### config.mk
export PLATFORM = sky130hd
export DESIGN_NAME = sifb_top
export DESIGN_NICKNAME = d
export VERILOG_FILES = /design/src/core/sifb_pkg.sv /design/src/core/sifb_debounce.sv /design/src/core/sifb_top.sv
export VERILOG_INCLUDE_DIRS = /design/src /design/src/core
export SDC_FILE = /design/constraint.sdc
export NUM_CORES = 1
export LEC_CHECK = 0
export BUFFER_PORTS_ARGS = -buffer_cell sky130_fd_sc_hd__buf_2
export CAP_MARGIN = 40
export CORE_ASPECT_RATIO = 1.25
export CORE_MARGIN = 5
export CORE_UTILIZATION = 45
export DETAILED_ROUTE_END_ITERATION = 7
export PLACE_DENSITY_LB_ADDON = 0.25
export SYNTH_ARGS = -nofsm -noshare
export SYNTH_HDL_FRONTEND = slang
export SYNTH_SLANG_ARGS = --single-unit
export TNS_END_PERCENT = 30
### constraint.sdc
create_clock -name clk -period 8 [get_ports clk]
set_input_delay 1.6 -clock clk [delete_from_list [all_inputs] [get_ports clk]]
set_output_delay 1.6 -clock clk [all_outputs]
set_load 0.02 [all_outputs]
### src/core/sifb_defines.svh
// Purpose: offsets, fields, reset values and timing counts
// Assumes: 125 MHz clock, APB register access
// Notes:   definitions only
`ifndef SIFB_DEFINES_SVH
`define SIFB_DEFINES_SVH

// Timing
`define SIFB_CLK_HZ        125000000
`define SIFB_TICK_MS       1
`define SIFB_TICK_CYC      ((`SIFB_CLK_HZ / 1000) * `SIFB_TICK_MS)
`define SIFB_FILT_MIN_MS   8'h03
`define SIFB_FILT_MAX_MS   8'hfa

// Register byte offsets
`define SIFB_OFS_CTRL      12'h000
`define SIFB_OFS_FILT      12'h004
`define SIFB_OFS_SIM       12'h008
`define SIFB_OFS_STAT      12'h00c
`define SIFB_OFS_FCLR      12'h010

// Control fields
`define SIFB_CTRL_TYPE_LO  0
`define SIFB_CTRL_RST_EN   2
`define SIFB_CTRL_RST_MON  3
`define SIFB_CTRL_SU_EN    4
`define SIFB_CTRL_TP_EN    5
`define SIFB_CTRL_ERR_EN   6
`define SIFB_CTRL_GRIP_NC  7
`define SIFB_CTRL_GRIP_M2  8
`define SIFB_CTRL_W        9

// Reset values
`define SIFB_CTRL_RST      9'h000
`define SIFB_FILT_RST      8'h03
`define SIFB_SIM_RST       8'h0a

`endif

### src/core/sifb_pkg.sv
// Purpose: shared types of the safety input block
// Assumes: constants live in sifb_defines.svh
// Notes:   state codes written out
package sifb_pkg;

  typedef enum logic [1:0] {
    SIFB_SENSOR = 2'b00,
    SIFB_MAT    = 2'b01,
    SIFB_SWITCH = 2'b10,
    SIFB_GRIP   = 2'b11
  } sifb_kind_t;

  typedef enum logic [1:0] {
    SIFB_RS_IDLE    = 2'b00,
    SIFB_RS_WAIT_HI = 2'b01,
    SIFB_RS_WAIT_LO = 2'b10
  } sifb_rst_st_t;

  typedef enum logic [1:0] {
    SIFB_SU_ACT  = 2'b00,
    SIFB_SU_REL  = 2'b01,
    SIFB_SU_DONE = 2'b10
  } sifb_su_st_t;

endpackage

### src/core/sifb_debounce.sv
// Purpose: contact debounce on millisecond ticks
// Assumes: din already synchronised, tick one cycle wide
// Notes:   accepts a change after limit stable ticks, within one tick
`timescale 1ns/1ps
module sifb_debounce (
  input  wire logic       clk,
  input  wire logic       nrst,
  input  wire logic       ce,
  input  wire logic       tick,
  input  wire logic       din,
  input  wire logic [7:0] limit,
  output logic            dout
);

  logic [7:0] cnt_r;
  logic [7:0] cnt_nxt;
  logic       dout_nxt;
  wire        differ = din != dout;
  wire        done   = tick && (cnt_r + 8'h01 >= limit);

  // Restart count on any bounce back to the held level
  assign cnt_nxt  = !differ ? 8'h00 : (done ? 8'h00 : (tick ? cnt_r + 8'h01 : cnt_r));
  assign dout_nxt = (differ && done) ? din : dout;

  always_ff @(posedge clk) begin
    if (!nrst) begin
      cnt_r <= 8'h00;
      dout  <= 1'b0;
    end else if (ce) begin
      cnt_r <= cnt_nxt;
      dout  <= dout_nxt;
    end
  end

endmodule

### src/core/sifb_top.sv
// Purpose: input function block evaluation with APB registers
// Assumes: contact pins asynchronous, one 125 MHz clock
// Notes:   output and fault pins come from flip-flops
`timescale 1ns/1ps
`include "sifb_defines.svh"
module sifb_top
  import sifb_pkg::*;
#(
  parameter int MS_CYCLES = `SIFB_TICK_CYC
) (
  input  wire logic        clk,
  input  wire logic        nrst,
  input  wire logic        ce,
  input  wire logic        psel,
  input  wire logic        penable,
  input  wire logic        pwrite,
  input  wire logic [11:0] paddr,
  input  wire logic [31:0] pwdata,
  output logic [31:0]      prdata,
  output logic             pready,
  output logic             pslverr,
  input  wire logic        contact_input_first,
  input  wire logic        contact_input_second,
  input  wire logic        contact_input_third,
  output logic [1:0]       test_pulse,
  output logic             blk_out,
  output logic             err_out
);

  // Inputs a block kind reads as its own contacts
  function automatic logic [2:0] used_mask(input sifb_kind_t k);
    case (k)
      SIFB_MAT:  used_mask = 3'h3;
      SIFB_GRIP: used_mask = 3'h7;
      default:   used_mask = 3'h1;
    endcase
  endfunction

  logic [`SIFB_CTRL_W-1:0] ctrl_r;
  logic [7:0]              filt_ms_r;
  logic [7:0]              sim_ms_r;
  logic [2:0]              in_s1_r;
  logic [2:0]              in_s2_r;
  logic [2:0]              samp_r;
  logic [16:0]             tick_cnt_r;
  logic                    tick_r;
  logic [1:0]              phase_r;
  logic [2:0]              filt_w;
  logic [7:0]              sim_cnt_r;
  logic                    fault_tp_r;
  logic                    fault_sim_r;
  logic                    eng_prev_r;
  logic                    rst_prev_r;
  sifb_rst_st_t            rs_st_r;
  sifb_rst_st_t            rs_nxt;
  sifb_su_st_t             su_st_r;
  sifb_su_st_t             su_nxt;

  // Control fields
  sifb_kind_t kind;
  assign kind = sifb_kind_t'(ctrl_r[`SIFB_CTRL_TYPE_LO +: 2]);
  wire rst_en  = ctrl_r[`SIFB_CTRL_RST_EN] && (kind != SIFB_GRIP);
  wire rst_mon = ctrl_r[`SIFB_CTRL_RST_MON];
  wire su_en   = ctrl_r[`SIFB_CTRL_SU_EN];
  wire tp_en   = ctrl_r[`SIFB_CTRL_TP_EN];
  wire err_en  = ctrl_r[`SIFB_CTRL_ERR_EN];
  wire grip_nc = ctrl_r[`SIFB_CTRL_GRIP_NC];
  wire grip_m2 = ctrl_r[`SIFB_CTRL_GRIP_M2];
  wire [2:0] used = used_mask(kind);

  // Two-stage synchronisers on the contact pins
  always_ff @(posedge clk) begin
    if (!nrst) begin
      in_s1_r <= 3'h0;
      in_s2_r <= 3'h0;
    end else if (ce) begin
      in_s1_r <= {contact_input_third, contact_input_second, contact_input_first};
      in_s2_r <= in_s1_r;
    end
  end

  // Millisecond tick shared by filters, test pulses and simultaneity
  wire tick_wrap = tick_cnt_r == 17'(MS_CYCLES - 1);
  always_ff @(posedge clk) begin
    if (!nrst) begin
      tick_cnt_r <= 17'h00000;
      tick_r     <= 1'b0;
    end else if (ce) begin
      tick_cnt_r <= tick_wrap ? 17'h00000 : tick_cnt_r + 17'h00001;
      tick_r     <= tick_wrap;
    end
  end

  // Test pulse phases: 0 and 2 both high, 1 drops pulse 0, 3 drops pulse 1.
  // Staggered so a short between the two mat lines shows in one phase.
  wire [1:0] tp_nxt = !tp_en ? 2'h3 : {phase_r != 2'h3, phase_r != 2'h1};
  wire       ph_hi  = !phase_r[0];
  wire [2:0] tp_low = (phase_r == 2'h1) ? 3'h5 : ((phase_r == 2'h3) ? 3'h2 : 3'h0);
  // Return seen high while its pulse is low means a foreign source
  wire       tp_mis = tp_en && tick_r && |(in_s2_r & used & tp_low);
  always_ff @(posedge clk) begin
    if (!nrst) begin
      phase_r    <= 2'h0;
      test_pulse <= 2'h3;
      samp_r     <= 3'h0;
    end else if (ce) begin
      if (tick_r) begin
        phase_r <= phase_r + 2'h1;
      end
      test_pulse <= tp_nxt;
      if (tick_r && ph_hi) begin
        samp_r <= in_s2_r;
      end
    end
  end

  // Pulsed channels take only high-phase samples; the reset line is plain
  wire [2:0] filt_src = (tp_en ? (used & samp_r) : 3'h0) | (~(tp_en ? used : 3'h0) & in_s2_r);

  // One filter per contact; its delay is part of the response time
  genvar gi;
  generate
    for (gi = 0; gi < 3; gi++) begin : g_filt
      sifb_debounce u_deb (
        .clk   (clk),
        .nrst  (nrst),
        .ce    (ce),
        .tick  (tick_r),
        .din   (filt_src[gi]),
        .limit (filt_ms_r),
        .dout  (filt_w[gi])
      );
    end
  endgenerate

  // Grip position decode; third contact pattern depends on mode
  wire f1   = filt_w[0];
  wire f2   = filt_w[1];
  wire f3   = filt_w[2];
  wire pos2 = f1 && f2 && (!grip_nc || (grip_m2 ? !f3 : f3));
  wire pos1 = !f1 && !f2 && (!grip_nc || f3);

  // Safe condition per block kind
  logic cond;
  assign cond = (kind == SIFB_GRIP)   ? pos2 :
                (kind == SIFB_MAT)    ? f1 && f2 :
                f1;
  // Activation: beam or mat occupied, switch pressed, grip taken
  wire eng = (kind == SIFB_GRIP) ? !pos1 : ((kind == SIFB_SWITCH) ? cond : !cond);

  // Grip contacts disagreeing; counts ms against the limit
  wire sim_mis  = (kind == SIFB_GRIP) && (f1 != f2);
  wire sim_over = sim_mis && tick_r && (sim_cnt_r >= sim_ms_r);
  always_ff @(posedge clk) begin
    if (!nrst) begin
      sim_cnt_r <= 8'h00;
    end else if (ce) begin
      sim_cnt_r <= !sim_mis ? 8'h00 : ((tick_r && sim_cnt_r != 8'hff) ? sim_cnt_r + 8'h01
                                                                       : sim_cnt_r);
    end
  end

  // Reset input is the channel after the block's own inputs
  wire rst_in   = (kind == SIFB_MAT) ? f3 : f2;
  wire rst_rise = rst_in && !rst_prev_r;
  wire rst_fall = !rst_in && rst_prev_r;
  wire act_rise = eng && !eng_prev_r;

  // Reset request sequencing
  always_comb begin
    rs_nxt = rs_st_r;
    case (rs_st_r)
      SIFB_RS_IDLE: begin
        if (rst_en && act_rise) begin
          rs_nxt = SIFB_RS_WAIT_HI;
        end
      end
      SIFB_RS_WAIT_HI: begin
        if (!rst_en) begin
          rs_nxt = SIFB_RS_IDLE;
        end else if (rst_rise && !eng) begin
          rs_nxt = rst_mon ? SIFB_RS_WAIT_LO : SIFB_RS_IDLE;
        end
      end
      SIFB_RS_WAIT_LO: begin
        if (!rst_en) begin
          rs_nxt = SIFB_RS_IDLE;
        end else if (act_rise) begin
          rs_nxt = SIFB_RS_WAIT_HI;
        end else if (rst_fall) begin
          rs_nxt = SIFB_RS_IDLE;
        end
      end
      default: rs_nxt = SIFB_RS_IDLE;
    endcase
  end

  // Start-up test, once per power-up; tracks a real edge, not the filters' reset level
  always_comb begin
    su_nxt = su_st_r;
    case (su_st_r)
      SIFB_SU_ACT: begin
        if (act_rise) begin
          su_nxt = SIFB_SU_REL;
        end
      end
      SIFB_SU_REL: begin
        if (!eng) begin
          su_nxt = SIFB_SU_DONE;
        end
      end
      SIFB_SU_DONE: su_nxt = SIFB_SU_DONE;
      default:      su_nxt = SIFB_SU_ACT;
    endcase
  end
  // The sequence runs while disabled too; enabling it late holds the output only if no cycle was seen since power-up
  wire su_ok = (su_st_r == SIFB_SU_DONE) || !su_en;

  // APB decode, one wait state before pready
  wire       acc     = psel && penable && pready;
  wire       wr      = acc && pwrite;
  wire       hit     = paddr == `SIFB_OFS_CTRL || paddr == `SIFB_OFS_FILT ||
                       paddr == `SIFB_OFS_SIM || paddr == `SIFB_OFS_STAT ||
                       paddr == `SIFB_OFS_FCLR;
  wire       pr_nxt  = psel && penable && !pready;
  wire [1:0] fclr    = (wr && paddr == `SIFB_OFS_FCLR) ? pwdata[1:0] : 2'h0;
  wire [7:0] wf      = pwdata[7:0];
  wire [7:0] wf_clip = (wf < `SIFB_FILT_MIN_MS) ? `SIFB_FILT_MIN_MS :
                       ((wf > `SIFB_FILT_MAX_MS) ? `SIFB_FILT_MAX_MS : wf);
  wire [31:0] stat   = {24'h000000, filt_w, su_ok,
                        rs_st_r != SIFB_RS_IDLE, fault_sim_r, fault_tp_r, blk_out};
  wire [31:0] rd_mux = (paddr == `SIFB_OFS_CTRL) ? {23'h000000, ctrl_r} :
                       (paddr == `SIFB_OFS_FILT) ? {24'h000000, filt_ms_r} :
                       (paddr == `SIFB_OFS_SIM)  ? {24'h000000, sim_ms_r} :
                       (paddr == `SIFB_OFS_STAT) ? stat : 32'h00000000;

  // Faults stick until cleared; a new fault beats the clear
  wire fault_any = fault_tp_r || fault_sim_r;
  wire out_nxt   = cond && (rs_st_r == SIFB_RS_IDLE) && su_ok &&
                   !fault_any;

  always_ff @(posedge clk) begin
    if (!nrst) begin
      pready  <= 1'b0;
      pslverr <= 1'b0;
      prdata  <= 32'h00000000;
      ctrl_r  <= `SIFB_CTRL_RST;
      filt_ms_r <= `SIFB_FILT_RST;
      sim_ms_r  <= `SIFB_SIM_RST;
    end else if (ce) begin
      pready  <= pr_nxt;
      pslverr <= pr_nxt && !hit;
      prdata  <= pr_nxt ? rd_mux : 32'h00000000;
      if (wr && paddr == `SIFB_OFS_CTRL) begin
        ctrl_r <= pwdata[`SIFB_CTRL_W-1:0];
      end
      if (wr && paddr == `SIFB_OFS_FILT) begin
        filt_ms_r <= wf_clip;
      end
      if (wr && paddr == `SIFB_OFS_SIM) begin
        sim_ms_r <= wf;
      end
    end
  end

  // Block state and pins
  always_ff @(posedge clk) begin
    if (!nrst) begin
      fault_tp_r  <= 1'b0;
      fault_sim_r <= 1'b0;
      eng_prev_r  <= 1'b1; // Filters reset low; no false activation edge
      rst_prev_r  <= 1'b0;
      rs_st_r     <= SIFB_RS_IDLE;
      su_st_r     <= SIFB_SU_ACT;
      blk_out     <= 1'b0;
      err_out     <= 1'b0;
    end else if (ce) begin
      fault_tp_r  <= tp_mis || (fault_tp_r && !fclr[0]);
      fault_sim_r <= sim_over || (fault_sim_r && !fclr[1]);
      eng_prev_r  <= eng;
      rst_prev_r  <= rst_in;
      rs_st_r     <= rs_nxt;
      su_st_r     <= su_nxt;
      blk_out     <= out_nxt;
      err_out     <= err_en && fault_any;
    end
  end
endmodule

=== After elaboration in Yosys (flattened, before gate mapping) ===
Index checks and enable logic that the tools add are counted.

* Register bits after elaboration: 135
* Word-level logic and storage cells: 204

* $add $sub $neg: 6
* Magnitude comparators: 6
* Eq/ne operators: 31
* Muxes and demuxes: 43
* Bitwise gates (word level): 6
* Reduce and logical (&&, ||, !) cells: 84

{| class="wikitable"
|+ Operators with widths
! cell !! count
|-
| 2-to-1 mux 8 bit || 16
|-
| logical AND 1 bit || 38
|-
| adder 8 x 1 -> 8 bit, second input constant || 4
|-
| greater-or-equal comparator 8 bit || 4
|-
| == test 12 x 4 -> 1 bit, second input constant || 2
|-
| 2-to-1 mux 2 bit || 12
|-
| AND reduction 2 bit || 12
|-
| 2-to-1 mux 9 bit || 2
|-
| adder 17 x 1 -> 17 bit, second input constant || 1
|-
| == test 17 bit, second input constant || 1
|-
| logical NOT 1 bit || 17
|-
| 2-to-1 mux 17 bit || 1
|-
| AND 3 bit || 4
|-
| == test 12 x 3 -> 1 bit, second input constant || 1
|-
| == test 12 x 5 -> 1 bit, second input constant || 1
|-
| logical NOT 12 bit || 1
|-
| inequality test 3 bit, second input constant || 4
|-
| case mux 2 bit (3 select lines) || 2
|-
| == test 2 bit, second input constant || 5
|-
| logical OR 1 bit || 10
|-
| inequality test 2 bit, second input constant || 5
|-
| 2-to-1 mux 3 bit || 3
|-
| == test 2 x 1 -> 1 bit, second input constant || 4
|-
| > comparator 8 bit, second input constant || 1
|-
| 15 further kinds || 25
|}

=== Longest topological paths before layout ===
Gate-level depths: netlist of the first run.

* Depth after elaboration: 13
* Gate-level depth with buffers: 10
* Gate-level depth less buffers: 10

=== By module ===
A second synthesis of the first run with hierarchy kept.

* Cell total of the unflattened synthesis: 748
* Area total of the unflattened synthesis: 6483.7 µm²

{| class="wikitable"
|+ By module, submodules not included
! module !! instances !! cells each !! area an instance (µm²) !! sequential area each (µm²)
|-
| sifb_top || 1 || 535 || 4554.4 || 1701.6
|-
| sifb_debounce || 3 || 71 || 643.1 || 180.2
|}

=== Least setup slack after synthesis of the first run ===
No wires, ideal clock.

* Kind: input -> register
* From: input port paddr[10]
* To: register ctrl_r[8]
* Arrival: 3.108 ns
* Required time: 7.872 ns
* Setup slack: 4.764 ns
* Stages: 6
* Cells stage by stage: or4_4 nor4_4 nand3_2 clkbuf_1 nand3_1 o21ai_1

* Cells in the longest elaborated chain, start to end: 3

{| class="wikitable"
|+ Ends and longest elaborated chain
! element !! line !! source
|-
| start, declared || sifb_top.sv:17 || <nowiki>input wire logic [11:0] paddr,</nowiki>
|-
| logical NOT 12 bit (no source line) || -- ||
|-
| logical AND 1 bit (no source line) || -- ||
|-
| AND reduction 2 bit (no source line) || -- ||
|-
| end signal, assigned || sifb_top.sv:247 || <nowiki>ctrl_r <= `SIFB_CTRL_RST;</nowiki>
|-
| end signal, assigned || sifb_top.sv:255 || <nowiki>ctrl_r <= pwdata[`SIFB_CTRL_W-1:0];</nowiki>
|-
| end, declared || sifb_top.sv:39 || <nowiki>logic [`SIFB_CTRL_W-1:0] ctrl_r;</nowiki>
|}

No other way between the ends.
A chain may end at the register's enable or synchronous reset.

=== Final worst setup path of the first run ===
* From: input port ce
* To: register g_filt[1].u_deb.cnt_r[0]

* Cells in the longest elaborated chain, start to end: 1

{| class="wikitable"
|+ Ends and longest elaborated chain
! element !! line !! source
|-
| start, declared || sifb_top.sv:13 || <nowiki>input wire logic ce,</nowiki>
|-
| AND reduction 2 bit (no source line) || -- ||
|-
| end signal, assigned || sifb_debounce.sv:30 || <nowiki>cnt_r <= cnt_nxt;</nowiki>
|-
| end, declared || sifb_debounce.sv:15 || <nowiki>logic [7:0] cnt_r;</nowiki>
|}

No other way between the ends.

==> results.json, run 1 <==
{
  "outcome": "finished, final reports clean",
  "grt_overflow_total": 0,
  "slew_violations": 0,
  "synthMuxAreaShare_pct": 4.52,
  "avgSynthCellArea_um2": 8.36,
  "drive_above_1_share_pct": 10.0,
  "synth_xor_area_share_pct": 5.77,
  "cts_resized": 0,
  "synth.area.top_cells": "dfxtp_1, ha_1, nor2_1, nand2_1, mux2i_1",
  "r2r-start": "g_filt[1].u_deb.cnt_r[0]",
  "syn_area_mm2": 0.00622,
  "whs_path_depth": 2,
  "viasPerCell": 5.52,
  "ff2ff_path_depth": 10,
  "drc": 0,
  "hold_buffers": 0,
  "fp-row-count": 48,
  "power_per_cell_area_mw_per_mm2": 158,
  "grt_pass1_wl_mm": 25.3,
  "hold_class": "reg -> reg",
  "finalCritPeriodShare_pct": 45.0,
  "diodes": 0,
  "critPathRequiredTime_ps": 8310,
  "crit_chain": "buf_2 > and2_1 > nand2_1 > nor3_1 > mux2_2",
  "htreeDepth": 3,
  "multiInputGateArea_mm2": 0.00367,
  "setup_ws_ps": 4400,
  "core_mm2": 0.0137,
  "cts_buffers": 9,
  "grt_max_degree": 56,
  "area_delta_synth_final_pct": 8.87,
  "final_util_pct": 49.5,
  "num-fill-cells": 1354,
  "cts_sinks": 112,
  "clock.fmax_mhz": 278,
  "drt_iter0_drc": 377,
  "synth_top_family_by_area": "simple AND/OR/NAND/NOR gates",
  "pin_count": 91,
  "period_minus_slack_ps": 3600,
  "drt-total-wl_mm": 15.5,
  "initial_core_util_pct": 45.4,
  "yosys.area_share.simple_pct": 22.2,
  "antenna_found_initial": 0,
  "grt_pass1_vias": 5162,
  "cp.arrival_ps": 3900,
  "final-seq-area_mm2": 0.00224,
  "setup_viol_count_final": 0,
  "cts_setup_buffers": 0,
  "tightest_slew_ps": 790,
  "hp-start": "prdata[2]",
  "end_kind": "register",
  "root_buffer": "clkbuf_16",
  "synth-async-reset-ratio_pct": 0,
  "die_w_um": 115,
  "synthCells": 744,
  "fin_setup_tns_ps": 0,
  "clk_pin_slew_worst_paths_ps": 80,
  "ant_nets": 0,
  "rsz0062_at_grt": "no",
  "criticalPathCategory": "in -> reg",
  "wl_per_cell_um": 16.3,
  "hold_end": "prdata[2]",
  "ys_ff_latch": 112,
  "dp_hpwl_mm": 11.5,
  "cts_tree": "yes",
  "cp_slowest_cell": "nor3_1",
  "r2r_slack_ps": 5130,
  "grt.total_usage_pct": 19.4,
  "clock_latency_ps": 360,
  "synthAdderAreaFrac_pct": 9.05,
  "yosysSeqAreaShare_pct": 36.0,
  "yosysTopAreaCellShare_pct": 36.0,
  "cap_viol_max_count": 0,
  "cp_max_fo": 32,
  "fp.dieH_um": 141,
  "finClkSkew_ps": 8.89,
  "post-place-ws_ps": 4090,
  "synth_edf_count": 0,
  "synth_compound_gate_area_share_pct": 16.0,
  "leakagePower_nw": 2.87,
  "dr.pass1.iters": 5,
  "relSlewSlack_pct": 46.9,
  "r2r_end": "g_filt[1].u_deb.cnt_r[0]",
  "port_buffers": 44,
  "vias": 5262,
  "cp-start-kind": "input pin",
  "ys_types": 64,
  "clockBufferDepth": 2,
  "final_nets": 871,
  "ys.flop_type": "dfxtp_1",
  "yosysTopAreaCell": "dfxtp_1",
  "peakVddDrop_mv": 0.123,
  "max_stage_delay_ps": 690,
  "yosysWarnings": 0,
  "place_congestion": 0.849,
  "hold_viol": 0,
  "dieArea_mm2": 0.0163
}
## cell families after synthesis
kind of cell,count (synthesis)
AO/OA/AOI/OAI,146
flip-flops,112
XOR/XNOR,41
multiplexers,28
buffers and inverters,82
other,1
adder cells (fa/ha/maj),45
AND/OR/NAND/NOR,289
## registers in the layout, indices dropped and copies added (netlist names), 2 cells and up
signal and count:
g_filt.u_deb.cnt_r 24, tick_cnt_r 17, ctrl_r 9, prdata 9
filt_ms_r 8, sim_cnt_r 8, sim_ms_r 8, g_filt.u_deb.dout 3
in_s1_r 3, in_s2_r 3, samp_r 3, phase_r 2
rs_st_r 2, su_st_r 2, test_pulse 2
## cells in the mapped netlist (all sizes together) (4+ instances only)
cell type	count
a21o	8
xor2	19
nor2	89
dfxtp	112
nor2b	4
or2	4
inv	30
clkbuf	23
mux2i	27
ha	45
nor4	4
buf	28
and2	7
xnor2	22
and3	10
a211oi	9
nand2b	10
a32oi	6
o31ai	10
nand2	80
o21ai	40
nand3	45
a21oi	23
nand4	15
or3	4
nor3	6
o211ai	10
a22o	11
## per-layer routing
layer	vias up	track usage (%)	share of wire [%]
met4	0	7.17	2.2
met1	2466	24.2	44
met2	125	33.1	50
met3	27	3.58	4.2
met5	-	0	0
li1	2644	-	-
## cells in the final DEF, fill, tap and decap left out, types with 12 or more instances in the layout
master	Yosys	layout
nand4_1	15	15
nand3_1	43	43
xnor2_1	22	22
o21ai_1	12	12
a21oi_1	23	23
nand2_1	79	79
dfxtp_1	112	112
o21ai_0	28	28
xor2_1	19	19
buf_2	3	45
ha_1	45	45
mux2i_1	27	27
inv_1	30	30
conb_1	1	23
nor2_1	89	89
## power breakdown
| group | switching [mW] | internal (mW) |
|---|---|---|
| logic | 0.0438 | 0.0158 |
| registers | 0.00281 | 0.560 |
| clock network | 0.230 | 0.219 |
## worst max-delay path: cells and delay by family
kind / cells / cell delay, ps
multiplexers: 1 / 280
buffers and inverters: 1 / 560
AND/OR/NAND/NOR: 3 / 1450
## worst max-delay path by stage
stage | start | slack [ps] | cells past startpoint | end
3_5_place_dp | ce | 4090 | 5 | g_filt[1].u_deb.cnt_r[0]
5_1_grt | ce | 4280 | 6 | g_filt[2].u_deb.cnt_r[3]
6_report | ce | 4400 | 5 | g_filt[1].u_deb.cnt_r[0]
4_1_cts | ce | 4450 | 5 | g_filt[1].u_deb.cnt_r[0]
3_3_place_gp | paddr[10] | 4130 | 6 | sim_ms_r[3]
2_1_floorplan | paddr[10] | 4760 | 6 | ctrl_r[8]
## area by class of cell
class,instances,share of cell area [%]
tap,175,3.23
inverter,31,1.72
sequential,112,33.1
clock buffer,9,3.32
multi-input combinational,572,54.1
timing repair buffer,47,3.55
clock inverter,7,0.979
## metrics by stage
stage	power, mW	cells	hold slack [ps]	cell area, µm²
final	1.07	953	455	6780
after floorplan	0.623	766	442	6310
after detailed placement	0.635	936	445	6480
after CTS	1.08	952	460	6770
after global placement	0.633	936	436	6480
after global routing	1.12	953	484	6780
Note: power is estimated with default switching activity, not from simulation.
==> run 2: changes to the inputs <==
clock period = 3 ns   (was 8 ns; I/O delays follow)
==> results.json, run 2 (same netlist as run 1, synthesis figures left out) <==
{
  "ant_nets": 0,
  "setup_viol_count_final": 0,
  "clock.fmax_mhz": 374,
  "dr.pass1.iters": 5,
  "grt.total_usage_pct": 19.6,
  "port_buffers": 44,
  "power.switching_mw": 0.715,
  "layout_commonest_cell": "dfxtp_1",
  "criticalPathCategory": "reg -> reg",
  "grt_max_degree": 41,
  "outcome": "finished, final reports clean",
  "cts_setup_buffers": 0,
  "final_util_pct": 50.2,
  "finalCritPeriodShare_pct": 89.0,
  "cts_resized": 0,
  "p_seq_share_pct": 51.4,
  "grt_overflow_total": 0,
  "drt-total-wl_mm": 15.5,
  "dp_hpwl_mm": 11.8,
  "top_register": "g_filt.u_deb.cnt_r",
  "final_nets": 881,
  "hold_buffers": 0,
  "most-common-layout-cells": "dfxtp_1, nor2_1, nand2_1",
  "intPower_mw": 2.20,
  "antenna_found_initial": 0,
  "fp-row-count": 48,
  "drive_above_1_share_pct": 11.2,
  "peakVddDrop_mv": 0.394,
  "finClkSkew_ps": 11.3,
  "fp.dieH_um": 141,
  "grt_pass1_vias": 5297,
  "pin_count": 91,
  "reg_top3": "g_filt.u_deb.cnt_r x24, tick_cnt_r x17",
  "clock_power_share_pct": 43.0,
  "diodes": 0,
  "leakagePower_nw": 2.93,
  "hold_class": "reg -> reg",
  "clockBufferDepth": 2,
  "viasPerCell": 5.60,
  "cp.arrival_ps": 2980,
  "end_kind": "register",
  "cap_viol_max_count": 0,
  "hold_viol": 0,
  "r2r-start": "g_filt[0].u_deb.cnt_r[0]",
  "power_per_cell_area_mw_per_mm2": 425,
  "num-fill-cells": 1354,
  "vias": 5389,
  "slew_violations": 0,
  "area_delta_synth_final_pct": 10.4,
  "p_comb_share_pct": 5.6,
  "cp_max_fo": 9,
  "cts_buffers": 9,
  "place_congestion": 0.863,
  "clock_latency_ps": 360,
  "relSlewSlack_pct": 54.7,
  "holdWs_ps": 456,
  "fin_setup_tns_ps": 0,
  "die_w_um": 115,
  "drt_iter0_drc": 347,
  "clk_pin_slew_worst_paths_ps": 80,
  "cts_tree": "yes",
  "largest_reg_flops": 24,
  "rsz0062_at_grt": "no",
  "htreeDepth": 3,
  "tightest_slew_ps": 673,
  "dieArea_mm2": 0.0163,
  "startpoint": "g_filt[0].u_deb.cnt_r[0]",
  "critPathRequiredTime_ps": 3300,
  "root_buffer": "clkbuf_16",
  "grt_pass1_wl_mm": 25.7,
  "whs_path_depth": 2,
  "wl_per_cell_um": 16.1,
  "drc": 0,
  "cts_sinks": 112,
  "p_sw_share_pct": 24.5,
  "core_mm2": 0.0137,
  "period_minus_slack_ps": 2670,
  "initial_core_util_pct": 45.4,
  "hp-start": "prdata[5]",
  "ff2ff_path_depth": 11,
  "cp-start-kind": "register"
}
-- run 2: power by group through the flow --
| stage | Sequential (mW) | Clock (mW) | Combinational (mW) |
|---|---|---|---|
| floorplan | 1.53 | 0 | 0.128 |
| global placement | 1.54 | 0 | 0.158 |
| detailed placement | 1.54 | 0 | 0.161 |
| CTS | 1.50 | 1.30 | 0.162 |
| global route | 1.50 | 1.37 | 0.178 |
| finish | 1.50 | 1.26 | 0.164 |
-- run 2: area by class of cell --
class / instances / area (µm²) / area share [%]
multi-input combinational: 572 / 3670 / 53.4
clock inverter: 7 / 85.1 / 1.24
timing repair buffer: 57 / 318 / 4.62
tap: 175 / 219 / 3.19
inverter: 31 / 116 / 1.69
clock buffer: 9 / 225 / 3.28
sequential: 112 / 2240 / 32.6
-- run 2: final timing paths --
check	end	slack [ps]
max reg2reg	g_filt[0].u_deb.cnt_r[7]	330
min reg2reg	prdata[5]	460
min	prdata[5]	460
max	g_filt[0].u_deb.cnt_r[7]	330
-- run 2: per-stage QoR --
step | worst slack, ps | total power [mW] | instance area [µm²] | instances
after global placement | 399 | 1.69 | 6560 | 947
after CTS | 331 | 2.96 | 6870 | 963
after floorplan | 301 | 1.66 | 6310 | 766
after global routing | 166 | 3.05 | 6870 | 963
after detailed placement | 371 | 1.70 | 6560 | 947
final | 329 | 2.92 | 6870 | 963
-- run 2: worst max-delay path: stages (launching register included) --
cell and delay [ps]:
dfxtp_1 420, ha_1 270, nand3_1 140, and2_1 190
or2_2 290, ha_1 180, a21o_1 150, a21o_1 170
a221oi_1 230, buf_4 210, and3_1 220, a22o_1 150
-- run 2: metal layers --
| metal | track usage [%] | up-vias | routed length [µm] |
|---|---|---|---|
| met5 | 0 | - | 0 |
| met2 | 34.1 | 136 | 7880 |
| met1 | 24.1 | 2552 | 6590 |
| met3 | 2.82 | 29 | 590 |
| li1 | - | 2672 | - |
| met4 | 8.03 | 0 | 455 |
==> run 3: changes to the inputs <==
ABC_AREA = 1   (was not set)
==> results.json, run 3 <==
{
  "multiInputGateArea_mm2": 0.00359,
  "antenna_found_initial": 0,
  "core_mm2": 0.0142,
  "synth_edf_count": 0,
  "yosysMostFrequentCell": "nand2_1",
  "wl_per_cell_um": 13.8,
  "cpMostUsedCell": "nand2_1",
  "grt_overflow_total": 0,
  "peakVddDrop_mv": 0.341,
  "initial_core_util_pct": 45.3,
  "ant_nets": 0,
  "synth-async-reset-ratio_pct": 0,
  "grt_pass1_vias": 5480,
  "pin_count": 91,
  "largest_reg_flops": 24,
  "place_congestion": 0.861,
  "crit_chain": "ha_1 > nand3_1 > nand3b_1 > xor2_1 > ha_1 > nand2_1 > nor2_1 > nor2_1 > nand2_1 > inv_1 > nand2_1 > inv_1 > nand3_1 > a21oi_1",
  "clock.fmax_mhz": 416,
  "grt_pass1_wl_mm": 26.3,
  "drt-total-wl_mm": 15.7,
  "cp_slowest_cell": "dfxtp_1",
  "final_nets": 1058,
  "yosysSeqAreaShare_pct": 34.8,
  "grt.total_usage_pct": 19.9,
  "top_register": "g_filt.u_deb.cnt_r",
  "drive_above_1_share_pct": 9.96,
  "grt_max_degree": 47,
  "ys_ff_latch": 112,
  "dr.pass1.iters": 7,
  "holdWs_ps": 461,
  "hold_viol": 0,
  "synth.area.top_cells": "dfxtp_1, nand2_1, ha_1, a21oi_1, inv_1",
  "synthCells": 918,
  "most-common-layout-cells": "nand2_1, dfxtp_1, inv_1",
  "rsz0062_at_grt": "no",
  "fin_setup_tns_ps": 0,
  "hold_class": "in -> reg",
  "finalCritPeriodShare_pct": 80.1,
  "drt_iter0_drc": 308,
  "yosysTopAreaCellShare_pct": 34.8,
  "fp.dieH_um": 144,
  "area_delta_synth_final_pct": 9.55,
  "ys.flop_type": "dfxtp_1",
  "cts_setup_buffers": 0,
  "avgSynthCellArea_um2": 7.02,
  "finClkSkew_ps": 8.95,
  "htreeDepth": 3,
  "fp-row-count": 49,
  "drc": 0,
  "die_w_um": 117,
  "synth_commonest_cells": "nand2_1, dfxtp_1, inv_1",
  "clockBufferDepth": 2,
  "root_buffer": "clkbuf_16",
  "critPathRequiredTime_ps": 3290,
  "slew_violations": 0,
  "ys_types": 39,
  "outcome": "finished, final reports clean",
  "viasPerCell": 5.06,
  "cp.arrival_ps": 2690,
  "period_minus_slack_ps": 2400,
  "clock_latency_ps": 360,
  "cts_tree": "yes",
  "vias": 5784,
  "syn_area_mm2": 0.00644,
  "end_kind": "register",
  "fin_cells": 1142,
  "relSlewSlack_pct": 64.0,
  "cp-start-kind": "register",
  "final-seq-area_mm2": 0.00224,
  "dp_hpwl_mm": 11.9,
  "reg_top3": "g_filt.u_deb.cnt_r x24, tick_cnt_r x17",
  "cts_resized": 0,
  "leakagePower_nw": 3.20,
  "clk_pin_slew_worst_paths_ps": 70,
  "critPathTopFamily": "simple AND/OR/NAND/NOR gates",
  "cts_sinks": 112,
  "num-fill-cells": 1494,
  "tightest_slew_ps": 538,
  "dieArea_mm2": 0.0168,
  "cap_viol_max_count": 0,
  "cp_max_fo": 8,
  "placedCellCount": 1127,
  "layout_commonest_cell": "nand2_1",
  "hold_buffers": 0,
  "worst-path-buf-inv": 2,
  "port_buffers": 44,
  "criticalPathCategory": "reg -> reg",
  "power_per_cell_area_mw_per_mm2": 412,
  "yosysTopAreaCell": "dfxtp_1",
  "cts_buffers": 9,
  "diodes": 0,
  "max_stage_delay_ps": 420,
  "yosysWarnings": 0,
  "setup_viol_count_final": 0
}
## run 3: cell types whose count changed after synthesis, sizes merged, moves of 17 or more
cell / change
nand2: +96
xnor2: -17
mux2i: -27
a21oi: +78
nor3: +22
o21ai: +40
inv: +86
## run 3: final cells by class
type	instances	share of cell area (%)
Multi-Input combinational cell	667	50.8
Sequential cell	112	31.8
Inverter	117	6.22
Timing Repair Buffer	53	4.08
Clock buffer	11	3.58
Clock inverter	4	0.425
Tap cell	178	3.15
## run 3: path summary, 6_finish.rpt
kind                            slack, ps                        to                      from  depth (start not counted)
worst max-delay path                  600  g_filt[2].u_deb.cnt_r[7]  g_filt[2].u_deb.cnt_r[0]                         14
worst min-delay path                  460                in_s1_r[2]       contact_input_third                          3
worst max register to register        600  g_filt[2].u_deb.cnt_r[7]  g_filt[2].u_deb.cnt_r[0]                         14
worst min register to register        460                 prdata[4]                 prdata[4]                          2
## run 3: power breakdown
| group | internal (mW) | switching, mW | total (mW) |
|---|---|---|---|
| registers | 1.50 | 0.0118 | 1.52 |
| logic | 0.0624 | 0.157 | 0.220 |
| clock network | 0.607 | 0.565 | 1.17 |
| total | 2.17 | 0.733 | 2.91 |
## run 3: through the flow
step           util, %  power [mW]  area (µm²)  worst slack (ps)
3_3_place_gp      47.7        1.77        6780               654
3_5_place_dp      47.7        1.77        6780               621
5_1_grt           49.6        3.02        7060               309
2_1_floorplan        -        1.72        6530               919
4_1_cts           49.6        2.94        7060               606
6_report          49.6        2.91        7060               598
## run 3: routing by layer
| metal | share of wire (%) | GRT usage, % | vias to the layer above |
|---|---|---|---|
| met2 | 51 | 35.0 | 83 |
| met5 | 0 | 0 | - |
| met1 | 43 | 24.1 | 2598 |
| met4 | 2.6 | 8.15 | 0 |
| li1 | - | - | 3077 |
| met3 | 3.1 | 2.57 | 26 |
## run 3: kinds of logic after synthesis
family / count (synthesis) / synth area share (%)
XOR/XNOR: 25 / 3.40
flip-flops: 112 / 34.8
adder cells (fa/ha/maj): 45 / 8.74
AND/OR/NAND/NOR: 381 / 26.5
buffers and inverters: 161 / 10.9
AO/OA/AOI/OAI: 193 / 15.7
other: 1 / 0.0582
## run 3: worst min-delay path, cell delays in order
cell	delay, ps
buf_2	70
nor2_1	30
nor2_1	80
